## src/es_align_pkg.sv

```systemverilog
// shared constants and types for the monitor select / store align control block
`default_nettype none

package es_align_pkg;

    // ==========================================================
    // register map
    localparam logic [7:0] ADDR_LB_TXMON   = 8'ha8;
    localparam logic [7:0] ADDR_ALIGN_RXMON = 8'haa;
    localparam logic [7:0] RESET_LB_TXMON  = 8'h00;
    localparam logic [7:0] RESET_ALIGN_RXMON = 8'h00;

    // ==========================================================
    // field positions
    localparam int LB_BIT       = 7;
    localparam int RX_ALIGN_BIT = 6;
    localparam int TX_ALIGN_BIT = 5;
    localparam int SEL_MSB      = 4;
    localparam int SEL_LSB      = 0;
    localparam int SEL_W        = 5;

    // writable masks; unassigned bits store nothing
    localparam logic [7:0] MASK_LB_TXMON    = 8'h9f;
    localparam logic [7:0] MASK_ALIGN_RXMON = 8'h7f;

    // ==========================================================
    // half a frame of a two-frame store, in store positions
    localparam int FRAME_LEN  = 256;
    localparam int PTR_W      = 9;
    localparam logic [PTR_W-1:0] HALF_FRAME = 9'h080;

    typedef struct packed {
        logic       wr;
        logic [7:0] addr;
        logic [7:0] wdata;
    } host_req_type;

    typedef struct packed {
        logic             fire;
        logic [PTR_W-1:0] new_rd_ptr;
    } align_cmd_type;

endpackage

`default_nettype wire

```

## src/es_align_ctrl.sv

```systemverilog
// monitor channel select, remote loopback and elastic store align control
`timescale 1ns/1ps
`default_nettype none

module es_align_ctrl #(
    parameter int PTR_W = es_align_pkg::PTR_W
) (
    // clock and reset
    input  wire logic                 clk,
    input  wire logic                 reset,
    // parallel control port
    input  wire es_align_pkg::host_req_type host_req,
    input  wire logic                 rd,
    input  wire logic [7:0]           rd_addr,
    output logic      [7:0]           rdata,
    // elastic store pointers
    input  wire logic [PTR_W-1:0]     rx_wr_ptr,
    input  wire logic [PTR_W-1:0]     rx_rd_ptr,
    input  wire logic [PTR_W-1:0]     tx_wr_ptr,
    input  wire logic [PTR_W-1:0]     tx_rd_ptr,
    // controls toward the datapath
    output logic                      remote_loopback_en,
    output logic [4:0]                tx_monitor_sel,
    output logic [4:0]                rx_monitor_sel,
    output es_align_pkg::align_cmd_type rx_align,
    output es_align_pkg::align_cmd_type tx_align
);

    // ==========================================================
    // helpers
    // separation measured modulo the two-frame store
    function automatic logic [PTR_W-1:0] ptr_sep(
        input logic [PTR_W-1:0] wr_p,
        input logic [PTR_W-1:0] rd_p
    );
        ptr_sep = wr_p - rd_p;
    endfunction

    function automatic logic is_short(input logic [PTR_W-1:0] sep);
        logic [PTR_W-1:0] back;
        back = -sep;
        is_short = (sep < es_align_pkg::HALF_FRAME) || (back < es_align_pkg::HALF_FRAME);
    endfunction

    // ==========================================================
    // registers
    logic [7:0] lb_txmon_q;
    logic [7:0] align_rxmon_q;
    logic       rx_bit_prev_q;
    logic       tx_bit_prev_q;

    always_ff @(posedge clk) begin
        if (reset) begin
            lb_txmon_q <= es_align_pkg::RESET_LB_TXMON;
        end else if (host_req.wr && host_req.addr == es_align_pkg::ADDR_LB_TXMON) begin
            // unassigned bits are dropped, software keeps them zero
            lb_txmon_q <= host_req.wdata & es_align_pkg::MASK_LB_TXMON;
        end
    end

    always_ff @(posedge clk) begin
        if (reset) begin
            align_rxmon_q <= es_align_pkg::RESET_ALIGN_RXMON;
        end else if (host_req.wr && host_req.addr == es_align_pkg::ADDR_ALIGN_RXMON) begin
            align_rxmon_q <= host_req.wdata & es_align_pkg::MASK_ALIGN_RXMON;
        end
    end

    // ==========================================================
    // control outputs
    always_ff @(posedge clk) begin
        if (reset) begin
            remote_loopback_en <= 1'b0;
            tx_monitor_sel     <= 5'h00;
            rx_monitor_sel     <= 5'h00;
        end else begin
            remote_loopback_en <= lb_txmon_q[es_align_pkg::LB_BIT];
            tx_monitor_sel <= lb_txmon_q[es_align_pkg::SEL_MSB:es_align_pkg::SEL_LSB];
            rx_monitor_sel <= align_rxmon_q[es_align_pkg::SEL_MSB:es_align_pkg::SEL_LSB];
        end
    end

    // ==========================================================
    // align edge detection
    // a held bit never refires; software must clear then set
    logic rx_rise;
    logic tx_rise;
    assign rx_rise = align_rxmon_q[es_align_pkg::RX_ALIGN_BIT] && !rx_bit_prev_q;
    assign tx_rise = align_rxmon_q[es_align_pkg::TX_ALIGN_BIT] && !tx_bit_prev_q;

    always_ff @(posedge clk) begin
        if (reset) begin
            rx_bit_prev_q <= 1'b0;
            tx_bit_prev_q <= 1'b0;
        end else begin
            rx_bit_prev_q <= align_rxmon_q[es_align_pkg::RX_ALIGN_BIT];
            tx_bit_prev_q <= align_rxmon_q[es_align_pkg::TX_ALIGN_BIT];
        end
    end

    // ==========================================================
    // align commands
    // the store reloads its read pointer half a frame behind write;
    // backplane clock stability is left to software
    logic rx_short;
    logic tx_short;
    assign rx_short = is_short(ptr_sep(rx_wr_ptr, rx_rd_ptr));
    assign tx_short = is_short(ptr_sep(tx_wr_ptr, tx_rd_ptr));

    always_ff @(posedge clk) begin
        if (reset) begin
            rx_align <= '0;
        end else begin
            rx_align.fire       <= rx_rise && rx_short;
            rx_align.new_rd_ptr <= rx_wr_ptr - es_align_pkg::HALF_FRAME;
        end
    end

    always_ff @(posedge clk) begin
        if (reset) begin
            tx_align <= '0;
        end else begin
            tx_align.fire       <= tx_rise && tx_short;
            tx_align.new_rd_ptr <= tx_wr_ptr - es_align_pkg::HALF_FRAME;
        end
    end

    // ==========================================================
    // read back
    always_ff @(posedge clk) begin
        if (reset) begin
            rdata <= 8'h00;
        end else if (rd) begin
            unique case (rd_addr)
                es_align_pkg::ADDR_LB_TXMON:    rdata <= lb_txmon_q;
                es_align_pkg::ADDR_ALIGN_RXMON: rdata <= align_rxmon_q;
                default:                        rdata <= 8'h00;
            endcase
        end
    end

    // ==========================================================
    // checks
    a_rx_align_fire: assert property (@(posedge clk) disable iff (reset)
        (rx_rise && rx_short) |=> rx_align.fire)
        else $error("rx align did not fire on short separation");
    a_tx_align_fire: assert property (@(posedge clk) disable iff (reset)
        (tx_rise && tx_short) |=> tx_align.fire)
        else $error("tx align did not fire on short separation");
    a_rx_no_action: assert property (@(posedge clk) disable iff (reset)
        !rx_short |=> !rx_align.fire)
        else $error("rx align fired with enough separation");
    a_tx_no_action: assert property (@(posedge clk) disable iff (reset)
        !tx_short |=> !tx_align.fire)
        else $error("tx align fired with enough separation");
    a_align_single: assert property (@(posedge clk) disable iff (reset)
        rx_align.fire |=> !rx_align.fire)
        else $error("rx align fired twice without a new edge");
    a_rx_new_ptr: assert property (@(posedge clk) disable iff (reset)
        rx_align.fire |-> rx_align.new_rd_ptr == $past(rx_wr_ptr) - es_align_pkg::HALF_FRAME)
        else $error("rx realign pointer wrong");
    a_tx_single: assert property (@(posedge clk) disable iff (reset)
        tx_align.fire |=> !tx_align.fire)
        else $error("tx align fired twice without a new edge");
    a_tx_new_ptr: assert property (@(posedge clk) disable iff (reset)
        tx_align.fire |-> tx_align.new_rd_ptr == $past(tx_wr_ptr) - es_align_pkg::HALF_FRAME)
        else $error("tx realign pointer wrong");
    // a bit seen high on two samples in a row must stay silent
    a_rx_held_quiet: assert property (@(posedge clk) disable iff (reset)
        (align_rxmon_q[es_align_pkg::RX_ALIGN_BIT]
            && $past(align_rxmon_q[es_align_pkg::RX_ALIGN_BIT])) |=> !rx_align.fire)
        else $error("rx align fired on a held bit");
    a_tx_held_quiet: assert property (@(posedge clk) disable iff (reset)
        (align_rxmon_q[es_align_pkg::TX_ALIGN_BIT]
            && $past(align_rxmon_q[es_align_pkg::TX_ALIGN_BIT])) |=> !tx_align.fire)
        else $error("tx align fired on a held bit");
    a_loopback_map: assert property (@(posedge clk) disable iff (reset)
        (host_req.wr && host_req.addr == es_align_pkg::ADDR_LB_TXMON)
        |=> ##1 remote_loopback_en == $past(host_req.wdata[7], 2))
        else $error("loopback enable does not follow write");
    a_txsel_map: assert property (@(posedge clk) disable iff (reset)
        (host_req.wr && host_req.addr == es_align_pkg::ADDR_LB_TXMON)
        |=> ##1 tx_monitor_sel == $past(host_req.wdata[4:0], 2))
        else $error("tx monitor select does not follow write");
    a_rxsel_map: assert property (@(posedge clk) disable iff (reset)
        (host_req.wr && host_req.addr == es_align_pkg::ADDR_ALIGN_RXMON)
        |=> ##1 rx_monitor_sel == $past(host_req.wdata[4:0], 2))
        else $error("rx monitor select does not follow write");

    // outputs trail the register by one edge, so a control only moves
    // two edges after a write to its own register
    a_loopback_hold: assert property (@(posedge clk) disable iff (reset)
        !(host_req.wr && host_req.addr == es_align_pkg::ADDR_LB_TXMON)
        |=> ##1 $stable(remote_loopback_en))
        else $error("loopback enable changed without a write");
    a_txsel_hold: assert property (@(posedge clk) disable iff (reset)
        !(host_req.wr && host_req.addr == es_align_pkg::ADDR_LB_TXMON)
        |=> ##1 $stable(tx_monitor_sel))
        else $error("tx monitor select changed without a write");
    a_rxsel_hold: assert property (@(posedge clk) disable iff (reset)
        !(host_req.wr && host_req.addr == es_align_pkg::ADDR_ALIGN_RXMON)
        |=> ##1 $stable(rx_monitor_sel))
        else $error("rx monitor select changed without a write");
    a_rd_lb_txmon: assert property (@(posedge clk) disable iff (reset)
        (rd && rd_addr == es_align_pkg::ADDR_LB_TXMON) |=> rdata == $past(lb_txmon_q))
        else $error("read back of loopback register wrong");
    a_rd_align_rxmon: assert property (@(posedge clk) disable iff (reset)
        (rd && rd_addr == es_align_pkg::ADDR_ALIGN_RXMON) |=> rdata == $past(align_rxmon_q))
        else $error("read back of align register wrong");

    // ==========================================================
    // scenario covers
    c_rx_align:  cover property (@(posedge clk) disable iff (reset) rx_align.fire);
    c_tx_align:  cover property (@(posedge clk) disable iff (reset) tx_align.fire);
    c_rx_ignore: cover property (@(posedge clk) disable iff (reset) rx_rise && !rx_short);
    c_tx_ignore: cover property (@(posedge clk) disable iff (reset) tx_rise && !tx_short);
    c_loopback:  cover property (@(posedge clk) disable iff (reset) remote_loopback_en);

endmodule

`default_nettype wire

```

## config.mk

```make
export PLATFORM = sky130hd
export DESIGN_NAME = es_align_ctrl
export DESIGN_NICKNAME = d
export VERILOG_FILES = /design/src/es_align_pkg.sv /design/src/es_align_ctrl.sv
export SDC_FILE = /design/constraint.sdc
export NUM_CORES = 1
export LEC_CHECK = 0
export BUFFER_PORTS_ARGS = -buffer_cell sky130_fd_sc_hd__buf_2
export CAP_MARGIN = 10
export CORE_UTILIZATION = 48
export CTS_CLUSTER_SIZE = 16
export DETAILED_ROUTE_END_ITERATION = 6
export PLACE_DENSITY = 0.79
export SKIP_CTS_REPAIR_TIMING = 1
export SLEW_MARGIN = 15
export SYNTH_ARGS = -nofsm -noshare
export SYNTH_HDL_FRONTEND = slang
export SYNTH_SLANG_ARGS = --single-unit
```

## constraint.sdc

```tcl
create_clock -name clk -period 2.7 [get_ports clk]
set_input_delay 0.27 -clock clk [delete_from_list [all_inputs] [get_ports clk]]
set_output_delay 0.27 -clock clk [all_outputs]
set_load 0.05 [all_outputs]
```

==> out/metrics.yaml <==
status: "completed"
ys_ff_latch: 54
cts_tree: "done"
yosys-top-cells-count: "dfxtp_1, nor2_1, nor2b_1"
cts_root_buf: "clkbuf_8"
die_h_microns: 75.08
synth_edf_count: 0
core_sq_um: 5140
fp.dieW_microns: 75.08
total_power_mw: 1.575
cts_htree_levels: 2
ant_nets: 0
leakage_nw: 1.613
grt_use_met3: 0.03481
grt_util_all_layers: 0.1973
p_sw_uw: 453.4
dieArea_sq_um: 5637
critPathRequiredTime_ns: 2.90
critical_path.startpoint_type: "input pin"
seq_area_frac_synth: 0.4217
drive_gt1_frac: 0.3173
drt-total-wl_microns: 5349
grt_overflow: 0
rsz0062_at_grt: "false"
critPathMaxFanout: 3
design.portCount: 103
synth.top_cell.area_share: 0.4217
via_count: 2260
p_clk_frac: 0.275
globalRouteMet1Util: 0.2343
first_global_vias: 2011
clk-insertion-delay-late_ns: 0.30
sw_frac_of_total: 0.2879
seq_power_share: 0.517
dpl.hpwl_microns: 4252
layout_min_cycle_time_ns: 2.058
setup_tns_ns: 0
antenna_found_initial: 0
min_period_over_period: 0.7624
synth_nets: 353
viasPerCell: 5.079
ir_worst_vdd_mv: 0.2132
critPathKind: "input pin to register"
critical-path-max-stage-delay_ns: 0.40
finalHoldViolCount: 0
setup_viol: 0
fillCellCount: 472
intPower_mw: 1.122
first_pass_iters: 5
yosys_warnings: 0
relSlewSlack: 0.4404
combPwrFrac: 0.208
syn_inst: 271
finalMaxSlewViolations: 0
ys_types: 44
avgSynthCellArea_sq_um: 9.460
cts_buffers: 5
synth_most_common_cell: "dfxtp_1"
max_freq_mhz: 485.8
rows: 26
drv_cap: 0
worstHoldPathType: "input pin to register"
wire_per_inst_microns: 12.02
drc: 0
clkTransAtPathRegs_ns: 0.09
synth_area_sq_um: 2564
ys.flop_type: "dfxtp_1"
multi_input_area_sq_um: 1378
met2_usage: 0.3514
ff_latch_area_sq_um: 1081
post_synth_main_area_contributors: "dfxtp_1, ha_1, nor2b_1"
initialDrtViolationCount: 74
synth_top_area_cell: "dfxtp_1"
skew_ns: 0.004206
cts_max_path_buffers: 2
grt_pass1_wl_microns: 8487
worstPathCellList: "buf_2 > inv_1 > ha_1 > fa_1 > nor2b_1 > o31ai_1 > o21bai_1 > or3_1 > a2111o_1 > a22o_1"
antenna_cells: 0
areaGrowthSynthToFinish_pct: 26.16
cp-end-kind: "register"
clock_sinks: 54
grt_max_degree: 34
cpMaxStageDelayCell: "fa_1"
final_nets: 457
worstPathArrival_ns: 2.26
worstMarginPinSlew_ns: 0.8324
busiest_layer: "met2"
place_congestion: 0.7725
start_util: 0.4988
synthArstFlopShare: 0
power_density_nw_per_um2: 486.9
io_buffer_count: 102
worst max-delay path: cells and delay by family:
kind,cells,cell delay [ns]
buffers and inverters,2,0.11
AOI/OAI and AO/OA,4,0.75
adders and majority gates,2,0.62
and+or+nand+nor,2,0.51
worst paths after layout:
kind | start | endpoint | slack, ns | depth (start not counted)
worst min register to register | lb_txmon_q[0] | tx_monitor_sel[0] | 0.48 | 1
worst min-delay path | tx_wr_ptr[7] | tx_align[7] | 0.17 | 2
worst max-delay path | tx_wr_ptr[0] | tx_align[9] | 0.64 | 10
worst max register to register | align_rxmon_q[5] | tx_align[9] | 1.54 | 4
cell usage in the layout, fill, tap and decap left out, types with 3 or more instances in the layout:
cell / instances
ha_1: 16
clkbuf_8: 5
xor2_1: 7
nor3_1: 6
nand2_1: 4
dfxtp_1: 54
nor2_1: 35
buf_2: 102
o2111ai_1: 3
o21ai_0: 4
a32oi_1: 3
o31ai_1: 3
a21oi_1: 3
nand3b_1: 5
nor2b_1: 30
mux2i_1: 13
o21a_1: 3
a22oi_1: 5
nand3_1: 4
xnor2_1: 5
a31oi_1: 4
mux2_2: 5
inv_1: 20
nand2b_1: 5
per-stage QoR:
| stage | utilization | std cells | setup WS, ns | area (sq um) | hold WS, ns |
|---|---|---|---|---|---|
| 4_1_cts | 0.6293 | 445 | 0.6545 | 3234 | 0.1622 |
| 2_1_floorplan | - | 271 | 0.5275 | 2564 | 0.3424 |
| 5_1_grt | 0.6293 | 445 | 0.5091 | 3234 | 0.1603 |
| 6_report | 0.6293 | 445 | 0.6415 | 3234 | 0.1656 |
| 3_3_place_gp | 0.6130 | 438 | 0.3733 | 3151 | 0.4572 |
| 3_5_place_dp | 0.6130 | 438 | 0.3105 | 3151 | 0.4691 |
layer usage:
| metal | part of all wire | vias up | wire, microns |
|---|---|---|---|
| li1 | - | 1130 | - |
| met2 | 0.51 | 62 | 2741 |
| met4 | 0.014 | 0 | 74 |
| met5 | 0 | - | 0 |
| met1 | 0.43 | 1062 | 2313 |
| met3 | 0.041 | 6 | 220 |
final cells by class:
class	count	area share
Clock inverter	2	0.004642
Sequential cell	54	0.3342
Clock buffer	5	0.02128
Tap cell	70	0.02708
Multi-Input combinational cell	189	0.4259
Timing Repair Buffer	104	0.1625
Inverter	21	0.02437
cells by family after synthesis:
logic type	share of synthesized area
and+or+nand+nor	0.2172
adders and majority gates	0.09370
muxes	0.07271
DFF	0.4217
buffers and inverters	0.04100
AOI/OAI and AO/OA	0.1127
xor gates and xnor gates	0.04100
flip-flops by register name, indices dropped and copies added (netlist names):
| register | flops |
|---|---|
| tx_bit_prev_q | 1 |
| rx_align | 10 |
| rx_monitor_sel | 5 |
| remote_loopback_en | 1 |
| tx_monitor_sel | 5 |
| rx_bit_prev_q | 1 |
| lb_txmon_q | 6 |
| rdata | 8 |
| tx_align | 10 |
| align_rxmon_q | 7 |
power groups by stage:
stage	logic [mW]	clock network (mW)	registers, mW
after floorplan	0.170	0	0.888
after global placement	0.317	0	0.833
after detailed placement	0.325	0	0.834
after CTS	0.327	0.453	0.815
after global routing	0.360	0.485	0.817
final	0.327	0.433	0.815
Power figures use the tool's default switching activity.
